<file path="src/pif2_pkg.sv">
// constants shared by the second peripheral interrupt flag block
package pif2_pkg;

  // ------------------------------------------------------------------
  // bus geometry
  // ------------------------------------------------------------------
  localparam int          ADDR_W      = 12;
  localparam int          DATA_W      = 32;
  localparam int          FLAG_W      = 8;
  localparam logic [3:0]  BANK_SEL    = 4'h4;
  localparam logic [7:0]  FLAGS_OFS   = 8'h10;
  localparam logic [7:0]  ENABLE_OFS  = 8'h14;
  localparam logic [7:0]  SUMMARY_OFS = 8'h18;

  // ------------------------------------------------------------------
  // flag bit positions
  // ------------------------------------------------------------------
  localparam int SERIAL_PORT_EVENT_BIT = 7;
  localparam int BUS_COLLISION_BIT     = 6;
  localparam int CONVERSION_DONE_BIT   = 5;
  localparam int UNUSED_BIT            = 4;
  localparam int CAPTURE_FOUR_BIT      = 3;
  localparam int CAPTURE_THREE_BIT     = 2;
  localparam int UART_TX_EMPTY_BIT     = 1;
  localparam int UART_RX_FULL_BIT      = 0;

  // ------------------------------------------------------------------
  // reset values and access masks
  // ------------------------------------------------------------------
  localparam logic [7:0] FLAGS_RST   = 8'h02;
  localparam logic [7:0] ENABLE_RST  = 8'h00;
  localparam logic [7:0] FLAGS_RW    = 8'hEC;
  localparam logic [7:0] ENABLE_RW   = 8'hEF;

endpackage : pif2_pkg

</file>
<file path="src/pif2_flag_bank.sv">
// sticky event flags, one cell per RW_MASK bit (other bits read zero), set by hardware, written by software
`timescale 1ns/1ps

module pif2_flag_bank #(
  parameter int         WIDTH    = 8,
  parameter logic [7:0] RW_MASK  = 8'hEC
) (
  // clock and reset
  input  wire logic             clk_i,
  input  wire logic             rst_n_i,
  // hardware events and software write
  input  wire logic [WIDTH-1:0] set_i,
  input  wire logic             wr_en_i,
  input  wire logic [WIDTH-1:0] wr_data_i,
  // flag state
  output logic      [WIDTH-1:0] flags_o
);

  // ------------------------------------------------------------------
  // parameter check
  // ------------------------------------------------------------------
  if (WIDTH < 1 || WIDTH > 8) begin : g_bad_width
    $error("pif2_flag_bank: WIDTH must be 1 to 8");
  end

  // ------------------------------------------------------------------
  // cells
  // ------------------------------------------------------------------
  for (genvar i = 0; i < WIDTH; i++) begin : g_cell
    if (RW_MASK[i]) begin : g_rw
      logic flag_q;
      logic flag_d;
      // a set in the same cycle as a clearing write wins
      assign flag_d = set_i[i] | (wr_en_i ? wr_data_i[i] : flag_q);
      always_ff @(posedge clk_i or negedge rst_n_i) begin
        if (!rst_n_i) begin
          flag_q <= 1'b0;
        end else begin
          flag_q <= flag_d;
        end
      end
      assign flags_o[i] = flag_q;
    end else begin : g_none
      assign flags_o[i] = 1'b0;
    end
  end

endmodule : pif2_flag_bank

</file>
<file path="src/pif2_regs.sv">
// second peripheral interrupt flag register with Avalon-MM slave port
//
// Notes on behaviour
// flag register at 10h in bank 4
// serial port flag sticks until software clears
// serial port flag on byte transfer done
// serial port flag on master condition done
// serial port flag on start while idle
// serial port flag on stop while idle
// collision flag only in I2C master mode
// conversion flag set when conversion finishes
// bit 4 always reads zero
// reset value 02h, bits 1:0 read-only
// serial port flag zero without events
// flags set regardless of enable bits
// summary is OR of flags ANDed with enables
// capture four/three set bits 3/2
// bits 1:0 follow second uart buffers
`timescale 1ns/1ps

module pif2_regs #(
  parameter int ADDR_W = pif2_pkg::ADDR_W
) (
  // clock and reset
  input  wire logic              clk_i,
  input  wire logic              reset_n_i,
  // avalon-mm slave
  input  wire logic [ADDR_W-1:0] address_i,
  input  wire logic              read_i,
  input  wire logic              write_i,
  input  wire logic [31:0]       writedata_i,
  input  wire logic [3:0]        byteenable_i,
  output logic      [31:0]       readdata_o,
  output logic                   waitrequest_o,
  // sync serial port events
  input  wire logic              ssp_xfer_done_i,
  input  wire logic              ssp_i2c_master_i,
  input  wire logic              ssp_cond_done_i,
  input  wire logic              ssp_idle_i,
  input  wire logic              ssp_start_seen_i,
  input  wire logic              ssp_stop_seen_i,
  input  wire logic              ssp_collision_i,
  // converter and capture events
  input  wire logic              adc_done_i,
  input  wire logic              capture_four_i,
  input  wire logic              capture_three_i,
  // second uart buffer state
  input  wire logic              uart2_tx_empty_i,
  input  wire logic              uart2_rx_full_i,
  // flag outputs
  output logic      [7:0]        flags_o,
  output logic                   peripheral_summary_flag_o
);

  // ------------------------------------------------------------------
  // parameter check
  // ------------------------------------------------------------------
  if (ADDR_W != 12) begin : g_bad_addr
    $error("pif2_regs: ADDR_W must be 12");
  end

  // ------------------------------------------------------------------
  // reset release
  // ------------------------------------------------------------------
  logic rst_meta_q;
  logic rst_n_q;

  always_ff @(posedge clk_i or negedge reset_n_i) begin
    if (!reset_n_i) begin
      rst_meta_q <= 1'b0;
      rst_n_q    <= 1'b0;
    end else begin
      rst_meta_q <= 1'b1;
      rst_n_q    <= rst_meta_q;
    end
  end

  // ------------------------------------------------------------------
  // bus handshake
  // ------------------------------------------------------------------
  // every access waits exactly one cycle, then completes
  logic ack_q;
  wire  acc_req   = read_i | write_i;
  wire  acc_first = acc_req & ~ack_q;
  wire  acc_done  = acc_req & ack_q;

  assign waitrequest_o = acc_first;

  always_ff @(posedge clk_i or negedge rst_n_q) begin
    if (!rst_n_q) begin
      ack_q <= 1'b0;
    end else begin
      ack_q <= acc_first;
    end
  end

  // ------------------------------------------------------------------
  // address decode
  // ------------------------------------------------------------------
  wire [3:0] bank_w  = address_i[11:8];
  wire [7:0] ofs_w   = address_i[7:0];
  wire       bank_ok = (bank_w == pif2_pkg::BANK_SEL);
  wire       hit_flg = bank_ok & (ofs_w == pif2_pkg::FLAGS_OFS);
  wire       hit_en  = bank_ok & (ofs_w == pif2_pkg::ENABLE_OFS);
  wire       hit_sum = bank_ok & (ofs_w == pif2_pkg::SUMMARY_OFS);
  wire       wr_low  = write_i & acc_done & byteenable_i[0];
  wire       wr_flg  = wr_low & hit_flg;
  wire       wr_en   = wr_low & hit_en;

  // ------------------------------------------------------------------
  // event collection
  // ------------------------------------------------------------------
  // no enable term below: flags latch even when masked
  wire ssp_xfer  = ssp_xfer_done_i;
  wire ssp_cond  = ssp_i2c_master_i & ssp_cond_done_i;
  wire ssp_start = ssp_idle_i & ssp_start_seen_i;
  wire ssp_stop  = ssp_idle_i & ssp_stop_seen_i;
  wire ssp_set   = ssp_xfer | ssp_cond | ssp_start | ssp_stop;
  wire coll_set  = ssp_i2c_master_i & ssp_collision_i;

  wire [7:0] set_vec = {ssp_set,
                        coll_set,
                        adc_done_i,
                        1'b0,
                        capture_four_i,
                        capture_three_i,
                        2'b00};

  // ------------------------------------------------------------------
  // sticky flags
  // ------------------------------------------------------------------
  logic [7:0] sticky_w;

  pif2_flag_bank #(
    .WIDTH   (pif2_pkg::FLAG_W),
    .RW_MASK (pif2_pkg::FLAGS_RW)
  ) u_bank (
    .clk_i     (clk_i),
    .rst_n_i   (rst_n_q),
    .set_i     (set_vec),
    .wr_en_i   (wr_flg),
    .wr_data_i (writedata_i[7:0]),
    .flags_o   (sticky_w)
  );

  // ------------------------------------------------------------------
  // hardware-owned uart bits
  // ------------------------------------------------------------------
  // bits 1:0 ignore writes; they only mirror buffer state
  logic tx_empty_q;
  logic rx_full_q;

  always_ff @(posedge clk_i or negedge rst_n_q) begin
    if (!rst_n_q) begin
      tx_empty_q <= pif2_pkg::FLAGS_RST[pif2_pkg::UART_TX_EMPTY_BIT];
      rx_full_q  <= pif2_pkg::FLAGS_RST[pif2_pkg::UART_RX_FULL_BIT];
    end else begin
      tx_empty_q <= uart2_tx_empty_i;
      rx_full_q  <= uart2_rx_full_i;
    end
  end

  wire [7:0] flags_w = sticky_w | {6'h00, tx_empty_q, rx_full_q};

  assign flags_o = flags_w;

  // ------------------------------------------------------------------
  // enable register and summary
  // ------------------------------------------------------------------
  logic [7:0] enable_q;
  logic       summary_q;
  wire  [7:0] en_wdata = writedata_i[7:0] & pif2_pkg::ENABLE_RW;
  wire        summary_d = |(flags_w & enable_q);

  always_ff @(posedge clk_i or negedge rst_n_q) begin
    if (!rst_n_q) begin
      enable_q  <= pif2_pkg::ENABLE_RST;
      summary_q <= 1'b0;
    end else begin
      enable_q  <= wr_en ? en_wdata : enable_q;
      summary_q <= summary_d;
    end
  end

  assign peripheral_summary_flag_o = summary_q;

  // ------------------------------------------------------------------
  // read data
  // ------------------------------------------------------------------
  // unmapped addresses read as zero and ignore writes
  wire [7:0] rd_byte = hit_flg ? flags_w :
                       hit_en  ? enable_q :
                       hit_sum ? {7'h00, summary_q} : 8'h00;
  logic [31:0] rdata_q;

  always_ff @(posedge clk_i or negedge rst_n_q) begin
    if (!rst_n_q) begin
      rdata_q <= 32'h0000_0000;
    end else if (read_i & acc_first) begin
      rdata_q <= {24'h00_0000, rd_byte};
    end
  end

  assign readdata_o = rdata_q;
endmodule : pif2_regs

</file>
<file path="config.mk">
export PLATFORM = sky130hd
export DESIGN_NAME = pif2_regs
export DESIGN_NICKNAME = d
export VERILOG_FILES = /design/src/pif2_pkg.sv /design/src/pif2_flag_bank.sv /design/src/pif2_regs.sv
export SDC_FILE = /design/constraint.sdc
export NUM_CORES = 1
export LEC_CHECK = 0
export BUFFER_PORTS_ARGS = -buffer_cell sky130_fd_sc_hd__buf_4
export CORE_ASPECT_RATIO = 1.1
export CORE_UTILIZATION = 43
export DETAILED_ROUTE_END_ITERATION = 8
export HOLD_SLACK_MARGIN = 0.03
export PLACE_DENSITY = 0.8
export SLEW_MARGIN = 20
export SYNTH_ARGS = -nofsm -noshare
export SYNTH_HDL_FRONTEND = slang
export SYNTH_SLANG_ARGS = --single-unit
export TNS_END_PERCENT = 10
</file>
<file path="constraint.sdc">
create_clock -name clk_i -period 1.9 [get_ports clk_i]
set_input_delay 0.095 -clock clk_i [delete_from_list [all_inputs] [get_ports clk_i]]
set_output_delay 0.095 -clock clk_i [all_outputs]
set_load 0.01 [all_outputs]
</file>
==> metrics.csv, run 1 <==
stage,metric,value,unit
final_layout,area_growth,33.1,%
sta,fmax,0.589,GHz
sta,timing.hold.ws,0.0471,ns
synthesis,syn_inst,137,
sta,setup_violations,0,
pwr,seqPwrFrac,57.5,%
worst_setup_path,crit_end,u_bank.g_cell[2].g_rw.flag_q,
routing,drc,10,
worst_setup_path,r2r-end,u_bank.g_cell[2].g_rw.flag_q,
place,dp_hpwl,2450,microns
run,max_cap_viol_count,0,
synthesis,ys_types,34,
sta,setup_ws,0.201,ns
sta,min_period,1.70,ns
routing,drtIter0Drc,46,
global_routing,met1_usage,22.6,%
worst_setup_path,critical_path_required,2.12,ns
pwr,powerDensity,490,nW/um^2
synthesis,ys_ff_latch,25,
worst_setup_path,cp-end-kind,flop,
outcome,status,"finished, violations left",
sta,skew,0.00149,ns
worst_setup_path,critPathArrivalTime,1.92,ns
pwr,peakVddDrop,0.000378,V
worst_setup_path,rrSetupSlack,0.20,ns
global_routing,antenna_found_initial,0,
cts,cts_buffers,3,
final_layout,antenna_cells,0,
synthesis,syn_area,1460,sq um
worst_setup_path,critPathMaxFanout,6,
final_layout,drive_gt1_share,38.6,%
worst_setup_path,worst-r2r-cell-count,3,
routing,via_per_inst,5.13,
floorplan,die_x,57.5,microns
cts,clock_latency,0.32,ns
routing,wire_per_inst,13.4,microns
pwr,switching_share,25.2,%
place,io_buffers,51,
global_routing,grt-ovfl-total,0,
cts,clkTransAtPathRegs,0.13,ns
pwr,internal-power,0.000710,W
pwr,switchingPower,0.000239,W
pwr,leakagePower,0.969,nW
sta,finalCritPeriodShare,89.4,%
cts,root_buffer,clkbuf_4,
floorplan,die_h,63.0,microns
pwr,clkPwrFrac,25.0,%
cts,cts_sinks,25,
floorplan,num_rows,21,
sta,rsz0062_at_grt,no,
worst_setup_path,regToRegStartpoint,ack_q,
floorplan,die-area,3620,sq um
synthesis,synth-warning-count,0,
routing,wl,3160,microns
global_routing,busiest_layer,met2,
pwr,pwr-share-comb,17.5,%
routing,vias,1211,
sta,maxSlewViolCount,0,
worst_setup_path,startpoint_type,flop,
cts,clockBufferDepth,2,
place,pre_cts_slack,0.0375,ns
floorplan,start_util,46.5,%
global_routing,grt.total_usage,19.3,%
synthesis,synth_edf_count,0,
worst_setup_path,worst-setup-path-type,reg2reg,
floorplan,core_area,3130,sq um
global_routing,grt_use_met3,3.73,%
min_path,min_path_type,in2reg,
synthesis,postSynthAreaPerCell,10.6,sq um
global_routing,grt_pass1_vias,1262,
global_routing,grt_max_degree,24,
sta,hold_viol_final,0,
place,gp_congestion,0.799,
synthesis,ys.flop_type,dfrtp_1,
routing,drt-pass1-iter-count,6,
routing,antenna_left,0,
global_routing,grt_pass1_wl,5440,microns
worst_setup_path,worstSetupStartpoint,ack_q,
synthesis,ys_seq_area_share,43.1,%
outcome,violations,design-rule violations,
cts,cts_tree,built,
final_layout,fin_nets,267,
sta,fin_setup_tns,0,ns
global_routing,met2_usage,34.4,%
synthesis,ys_async_sr_fraction,100,%
cts,h-tree-depth,1,
floorplan,ios,106,
[power by group through the flow]
stage	clock network, W	registers [W]	logic [W]
after floorplan	0	0.000561	0.0000939
after global placement	0	0.000556	0.000137
after detailed placement	0	0.000556	0.000141
after CTS	0.000245	0.000546	0.000165
after global routing	0.000264	0.000547	0.000182
final	0.000238	0.000546	0.000166
[routing by layer]
metal	vias to the layer above	part of all wire [%]	routed length [microns]
li1	552	-	-
met1	590	37	1180
met2	62	54	1710
met3	7	6.8	214
met4	0	1.6	51
met5	-	0	0
[Yosys cell counts (all sizes together), types with 3 or more instances]
| master | n | share of area (%) |
|---|---|---|
| nand4 | 3 | 1.3 |
| nor4 | 3 | 1.3 |
| or4 | 3 | 1.8 |
| nor2 | 3 | 0.77 |
| nand2 | 7 | 1.8 |
| o221ai | 6 | 6.2 |
| mux2 | 5 | 3.9 |
| mux2i | 3 | 2.1 |
| or4b | 3 | 2.3 |
| a211o | 3 | 1.8 |
| buf | 37 | 19 |
| inv | 14 | 3.6 |
| dfrtp | 24 | 41 |
[sequential cells by signal (all words and copies together), names as in the netlist]
register and cells:
u_bank.g_cell.g_rw.flag_q 5, tx_empty_q 1, enable_q 7, rst_meta_q 1, rx_full_q 1, rst_n_q 1
readdata_o 7, ack_q 1, peripheral_summary_flag_o 1
[final cells by class]
type	instances	area (sq um)
clock buffers	4	26.3
fillers	275	1190
inverters	14	52.6
multi-input cells	84	588
flip-flops and latches	25	627
well taps	34	42.5
repair buffers	75	601
[critical path, stage by stage (launching register included)]
cell     delay (ns)
dfrtp_1        0.44
nand3_1        0.23
or4_4          0.61
a211o_1        0.32
[how the worst min path moves through the flow]
stage	endpoint	slack, ns	depth (start not counted)	start
finish	ack_q	0.05	3	read_i
CTS	ack_q	0.04	3	read_i
detailed placement	rst_meta_q	-0.12	1	reset_n_i
global route	rst_n_q	0.06	2	reset_n_i
floorplan	rst_meta_q	-0.20	0	reset_n_i
global placement	rst_meta_q	-0.12	1	reset_n_i
[through the flow]
stage / power (W) / area (sq um) / util, % / instances
final: 0.000949 / 1940 / 61.9 / 236
after global routing: 0.000994 / 1940 / 61.9 / 236
after CTS: 0.000956 / 1940 / 61.9 / 236
after detailed placement: 0.000697 / 1760 / 56.3 / 217
after global placement: 0.000692 / 1760 / 56.3 / 217
after floorplan: 0.000655 / 1550 / - / 162
[cell families after synthesis]
| group | count (synthesis) | share of synthesized area, % |
|---|---|---|
| AND/OR/NAND/NOR | 29 | 13.5 |
| other | 2 | 0.516 |
| flip-flops | 25 | 43.1 |
| multiplexers | 8 | 5.93 |
| AO/OA/AOI/OAI | 20 | 14.0 |
| buffers and inverters | 53 | 23.0 |
[placed cells by master (no fill, tap or decap)]
| master | n |
|---|---|
| nor2_1 | 3 |
| nand3b_1 | 1 |
| nand2b_1 | 1 |
| mux2i_1 | 3 |
| o41ai_1 | 2 |
| or4_4 | 1 |
| o221ai_2 | 6 |
| nand2_1 | 7 |
| clkbuf_1 | 1 |
| or4b_1 | 2 |
| conb_1 | 27 |
| mux2_2 | 5 |
| buf_4 | 60 |
| a222oi_1 | 1 |
| dfrtp_1 | 24 |
| inv_1 | 14 |
| a211o_1 | 3 |
| o21ai_0 | 1 |
| nand3_1 | 2 |
| or4_1 | 2 |
| nor3_1 | 1 |
| a22oi_1 | 2 |
| dlygate4sd3_1 | 15 |
| or4b_4 | 1 |
| dfstp_2 | 1 |
| nor4b_4 | 1 |
| nand4_1 | 3 |
| a32o_1 | 1 |
| o21a_1 | 1 |
| clkbuf_4 | 3 |
| nor4b_1 | 1 |
| a211oi_1 | 1 |
| nor4_1 | 3 |
| o211ai_1 | 2 |
[repair_timing]
action / in CTS / in global routing
hold endpoints to repair: 14 / 0
gates resized for setup: 0 / 0
hold buffers: 15 / 0
setup buffers: 0 / 0
Note: power is estimated with default switching activity, not from simulation.
==> run 2: changes to the inputs <==
--- a/config.mk
+++ b/config.mk
@@ -7,12 +7,13 @@
 export LEC_CHECK = 0
 export BUFFER_PORTS_ARGS = -buffer_cell sky130_fd_sc_hd__buf_4
 export CORE_ASPECT_RATIO = 1.1
+export CORE_MARGIN = 2
 export CORE_UTILIZATION = 43
 export DETAILED_ROUTE_END_ITERATION = 8
 export HOLD_SLACK_MARGIN = 0.03
-export PLACE_DENSITY = 0.8
+export PLACE_DENSITY = 0.89
 export SLEW_MARGIN = 20
 export SYNTH_ARGS = -nofsm -noshare
 export SYNTH_HDL_FRONTEND = slang
 export SYNTH_SLANG_ARGS = --single-unit
-export TNS_END_PERCENT = 10
+export TNS_END_PERCENT = 50
==> run 2 against run 1 <==
Against the previous run:
- power shrank 0.51%
- first-iteration DRC count grew 28%
- sequential cell count is the same
- largest cell class unchanged
- the flow now finishes without violations
- largest power group unchanged
- clock power is essentially flat
- highest routed layer unchanged
- via count shrank 4.1%
- global-route usage shrank 1.7 points
- non-clock buffer count shrank 2
==> metrics.csv, run 2 (same netlist as run 1, synthesis figures left out) <==
stage,metric,value,unit
outcome,status,finished clean,
routing,drtIter0Drc,59,
sta,rsz0062_at_grt,no,
worst_setup_path,worst-setup-path-type,reg2reg,
routing,vias,1161,
cts,cts_buffers,3,
floorplan,ios,106,
place,dpl.cell_count,219,
routing,antenna_left,0,
pwr,powerDensity,492,nW/um^2
sta,fin_setup_tns,0,ns
final_layout,fillerInstances,274,
sta,min_period,1.68,ns
final_layout,seq_area,627,sq um
floorplan,die_h,65.0,microns
final_layout,drive_gt1_share,39.0,%
cts,clkTransAtPathRegs,0.13,ns
cts,h-tree-depth,1,
cts,clockBufferDepth,2,
routing,drt-pass1-iter-count,4,
routing,drc,0,
pwr,seqPwrFrac,57.8,%
sta,fmax,0.596,GHz
routing,wl,3190,microns
final_layout,area_growth,31.9,%
final_layout,finalNonFillerCells,236,
run,max_cap_viol_count,0,
pwr,switchingPower,0.000238,W
sta,finalCritPeriodShare,88.3,%
sta,setup_violations,0,
place,gp_congestion,0.794,
worst_setup_path,critPathTopFamily,simple AND/OR/NAND/NOR gates,
worst_setup_path,max_stage_delay,0.61,ns
pwr,clkPwrFrac,25.0,%
cts,cts_resized,0,
floorplan,num_rows,22,
cts,clock_latency,0.31,ns
pwr,leakagePower,0.964,nW
final_layout,fin_nets,265,
global_routing,grt_pass1_vias,1153,
worst_setup_path,cp-end-kind,flop,
floorplan,core_area,3280,sq um
cts,root_buffer,clkbuf_4,
cts,cts_tree,built,
routing,via_per_inst,4.92,
worst_setup_path,critical_path_buf_inv_count,0,
place,io_buffers,51,
worst_setup_path,critPathMaxFanout,6,
worst_setup_path,critical_path_required,2.11,ns
pwr,pwr-share-comb,17.1,%
final_layout,antenna_cells,0,
floorplan,start_util,44.4,%
pwr,switching_share,25.2,%
worst_setup_path,critPathArrivalTime,1.89,ns
global_routing,grt.total_usage,17.6,%
cts,post_cts_buffers,0,
cts,cts_sinks,25,
worst_setup_path,cp_cell_sequence,nand3_1 > or4_4 > a211o_1,
floorplan,die-area,3870,sq um
sta,skew,0.00275,ns
global_routing,antenna_found_initial,0,
min_path,min_path_type,in2reg,
floorplan,die_x,59.5,microns
sta,hold_viol_final,0,
worst_setup_path,startpoint_type,flop,
pwr,internal-power,0.000706,W
final_layout,multi_input_area,588,sq um
place,dp_hpwl,2500,microns
final_layout,final_cell_mix,"buf_4, conb_1, dfrtp_1",
global_routing,grt_max_degree,24,
pwr,peakVddDrop,0.000307,V
global_routing,grt-ovfl-total,0,
global_routing,grt_pass1_wl,5120,microns
worst_setup_path,slowest_stage,or4_4,
routing,wire_per_inst,13.5,microns
final_layout,final_common_cell,buf_4,
sta,maxSlewViolCount,0,
run 2: changes by cell type in the layout (fill, tap and decap cells not counted):
cell           before  now
dlygate4sd3_1      15   13
run 2: final timing paths:
| path | start | cells after the start | slack [ns] | endpoint |
|---|---|---|---|---|
| worst min register to register | rst_n_q | 1 | 0.22 | enable_q[1] |
| worst max register to register | ack_q | 3 | 0.22 | u_bank.g_cell[5].g_rw.flag_q |
| max in group asynchronous | rst_n_q | 1 | 1.41 | tx_empty_q |
| worst max-delay path | ack_q | 3 | 0.22 | u_bank.g_cell[5].g_rw.flag_q |
| min in group asynchronous | reset_n_i | 2 | 0.07 | rst_meta_q |
| worst min-delay path | ssp_collision_i | 3 | 0.03 | u_bank.g_cell[6].g_rw.flag_q |
run 2: per-layer routing:
layer	track usage [%]	share of wire [%]
met1	21.8	41
met2	29.7	50
met3	2.59	6.1
met4	7.39	2.1
met5	0	0
run 2: power by group through the flow:
stage / sequential, W / combinational, W / clock [W]
6_report: 0.000546 / 0.000161 / 0.000237
5_1_grt: 0.000547 / 0.000178 / 0.000263
3_3_place_gp: 0.000556 / 0.000138 / 0
2_1_floorplan: 0.000561 / 0.0000939 / 0
4_1_cts: 0.000546 / 0.000161 / 0.000241
3_5_place_dp: 0.000556 / 0.000140 / 0
run 2: timing repair:
action | in CTS | in global routing
hold buffers | 13 | 0
endpoints found under the hold margin | 13 | 0
endpoints found under the setup margin | 0 | 0
run 2: cell type report:
cell class	instances	share of cell area, %
flip-flops and latches	25	32.7
clock buffers	4	1.37
inverters	14	2.74
well taps	36	2.35
multi-input cells	84	30.6
repair buffers	73	30.2
run 2: per-stage QoR:
step                      hold slack [ns]  instance area, sq um  setup WS, ns  util (%)  total power, W
after floorplan                    -0.201                  1550         0.176         -        0.000655
after global placement             -0.122                  1760        0.0337      53.8        0.000693
after detailed placement           -0.122                  1760        0.0288      53.8        0.000696
after CTS                          0.0316                  1920         0.219      58.6        0.000949
after global routing               0.0425                  1920         0.144      58.6        0.000988
final                              0.0339                  1920         0.222      58.6        0.000944
run 2: tightest hold or removal path: stages:
cell and delay, ns:
buf_4 0.07, nand2_1 0.05, o211ai_1 0.09
==> run 3: changes to the inputs <==
--- a/config.mk
+++ b/config.mk
@@ -8,12 +8,13 @@
 export BUFFER_PORTS_ARGS = -buffer_cell sky130_fd_sc_hd__buf_4
 export CORE_ASPECT_RATIO = 1.1
 export CORE_MARGIN = 2
-export CORE_UTILIZATION = 43
+export CORE_UTILIZATION = 44
 export DETAILED_ROUTE_END_ITERATION = 8
 export HOLD_SLACK_MARGIN = 0.03
-export PLACE_DENSITY = 0.89
+export PLACE_DENSITY = 0.91
 export SLEW_MARGIN = 20
 export SYNTH_ARGS = -nofsm -noshare
 export SYNTH_HDL_FRONTEND = slang
+export SYNTH_HIERARCHICAL = 1
 export SYNTH_SLANG_ARGS = --single-unit
 export TNS_END_PERCENT = 50
==> run 3 against run 2 <==
Against the previous run:
- design area shrank 0.52%
- power grew 1.4%
- setup slack gained 0.20 ns
- highest routed layer unchanged
- final cell count shrank 1.3%
- routed wire length shrank 12%
- critical endpoint is now u_bank/g_cell[3].g_rw.flag_q
- sequential share of layout area grew 1.5 points
- critical path depth grew 1
- synthesized cell count is the same
==> metrics.csv, run 3 <==
stage,metric,value,unit
cts,post_cts_buffers,0,
pwr,clkPwrFrac,24.3,%
run,max_cap_viol_count,0,
routing,drtIter0Drc,10,
place,gp_congestion,0.733,
synthesis,syn_area,1470,sq um
routing,via_per_inst,4.61,
global_routing,grt_pass1_wl,4540,microns
global_routing,grt_pass1_vias,1032,
cts,cts_buffers,3,
worst_setup_path,rrSetupSlack,0.42,ns
cts,root_buffer,clkbuf_4,
synthesis,yosysMostFrequentCell,buf_4,
min_path,min_path_type,in2reg,
synthesis,ys_ff_latch,26,
final_layout,area_growth,30.2,%
worst_setup_path,cp-end-kind,flop,
pwr,switchingPower,0.000231,W
global_routing,grt.total_usage,15.2,%
pwr,powerDensity,502,nW/um^2
worst_setup_path,worst-r2r-cell-count,4,
sta,maxSlewViolCount,0,
final_layout,final_common_cell,buf_4,
sta,rsz0062_at_grt,no,
global_routing,grt_use_met3,3.19,%
synthesis,ys_seq_area_share,44.5,%
place,io_buffers,52,
synthesis,ys.flop_type,dfrtp_1,
sta,skew,0.00773,ns
cts,cts_resized,0,
pwr,power.total,0.000958,W
cts,clockBufferDepth,2,
final_layout,multi_input_area,604,sq um
final_layout,final_cell_mix,"buf_4, conb_1, dfrtp_1",
pwr,pwr-share-comb,16.3,%
floorplan,ios,106,
sta,min_period,1.48,ns
sta,setup_violations,0,
sta,fmax,0.678,GHz
worst_setup_path,startpoint_type,flop,
final_layout,largest_reg_flops,8,
routing,vias,1075,
pwr,leakagePower,0.982,nW
sta,fin_setup_tns,0,ns
worst_setup_path,r2r-end,u_bank/g_cell[3].g_rw.flag_q,
routing,drt-pass1-iter-count,4,
pwr,seqPwrFrac,59.4,%
floorplan,start_util,46.9,%
final_layout,seq_area,652,sq um
sta,finalCritPeriodShare,77.7,%
pwr,switching_share,24.1,%
synthesis,synth-warning-count,6,
floorplan,num_rows,21,
worst_setup_path,critPathArrivalTime,1.68,ns
synthesis,synth_edf_count,0,
floorplan,die_x,59.0,microns
synthesis,ys_async_sr_fraction,100,%
cts,cts_hold_buf,13,
min_path,whs_endpoint,ack_q,
pwr,peakVddDrop,0.000573,V
routing,drc,0,
synthesis,ys_top_cells_by_count,"buf_4, dfrtp_1, inv_1, nand2_1, mux2_2",
synthesis,synth.top_cell.area_share,42.7,%
routing,wl,2820,microns
outcome,status,finished clean,
synthesis,synth_area_leaders,"dfrtp_1, buf_4, mux2_2, o221ai_1, inv_1",
synthesis,ys_types,32,
synthesis,postSynthAreaPerCell,10.7,sq um
synthesis,yosysTopAreaCell,dfrtp_1,
pwr,internal-power,0.000727,W
worst_setup_path,critPathMaxFanout,10,
sta,hold_viol_final,0,
global_routing,busiest_layer,met2,
global_routing,antenna_found_initial,0,
final_layout,fillerInstances,276,
global_routing,met1_usage,20.0,%
worst_setup_path,worst-setup-path-type,reg2reg,
final_layout,fin_nets,264,
min_path,hold_depth,3,
final_layout,antenna_cells,0,
min_path,hold_start,write_i,
cts,clkTransAtPathRegs,0.14,ns
floorplan,die-area,3810,sq um
final_layout,drive_gt1_share,38.7,%
cts,cts_tree,built,
routing,wire_per_inst,12.1,microns
final_layout,finish.utilization,61.1,%
floorplan,core_area,3130,sq um
floorplan,die_h,64.5,microns
global_routing,met2_usage,26.4,%
global_routing,grt_max_degree,15,
worst_setup_path,regToRegStartpoint,ack_q,
place,dp_hpwl,2260,microns
cts,h-tree-depth,1,
cts,clock_latency,0.31,ns
global_routing,grt-ovfl-total,0,
worst_setup_path,critical_path_required,2.10,ns
routing,antenna_left,0,
synthesis,syn_inst,137,
cts,cts_sinks,26,
[run 3: critical path, cell delays in order (launching register included)]
cell and delay [ns]:
dfrtp_1 0.42, and3_1 0.24, and4_2 0.43, nor2b_2 0.06
a211o_1 0.22
[run 3: worst max-delay path by stage]
stage / startpoint / to / slack, ns / cells past startpoint
floorplan: ack_q / u_bank/g_cell[5].g_rw.flag_q / 0.56 / 4
global placement: address_i[5] / u_bank/g_cell[3].g_rw.flag_q / 0.37 / 5
detailed placement: address_i[5] / u_bank/g_cell[7].g_rw.flag_q / 0.35 / 5
CTS: ack_q / u_bank/g_cell[7].g_rw.flag_q / 0.43 / 4
global route: ack_q / u_bank/g_cell[7].g_rw.flag_q / 0.35 / 4
finish: ack_q / u_bank/g_cell[3].g_rw.flag_q / 0.42 / 4
[run 3: kinds of logic (layout without fill, tap and decap cells)]
kind of cell    Yosys count  in the layout  synth area share, %
buf+inv                  47             84                 20.7
simple gates             35             35                 18.3
flops                    26             26                 44.5
compound gates           19             19                 10.4
mux                       7              7                 5.38
other cells               3             28                0.768
[run 3: power groups by stage]
stage / combinational, W / clock, W / sequential, W
after floorplan: 0.0000932 / 0 / 0.000582
after global placement: 0.000134 / 0 / 0.000579
after detailed placement: 0.000135 / 0 / 0.000580
after CTS: 0.000156 / 0.000240 / 0.000570
after global routing: 0.000173 / 0.000271 / 0.000572
final: 0.000156 / 0.000233 / 0.000570
[run 3: layout make-up]
cell class              count  area share (%)
clock buffers               4            1.38
inverters                  13            2.56
multi-input cells          89            31.7
flip-flops and latches     26            34.1
well taps                  34            2.23
repair buffers             67            28.0
[run 3: per-stage QoR]
stage	hold slack (ns)	cells	instance area, sq um	setup slack (ns)
after floorplan	-0.201	162	1560	0.562
after global placement	-0.122	216	1750	0.368
after detailed placement	-0.121	216	1750	0.346
after CTS	0.0533	233	1910	0.430
after global routing	0.0609	233	1910	0.347
final	0.0519	233	1910	0.424
[run 3: per-layer routing]
layer  vias up  routed length [microns]
met4         0                       16
met5         -                        0
met1       499                     1150
li1        533                        -
met2        41                     1470
met3         2                      176
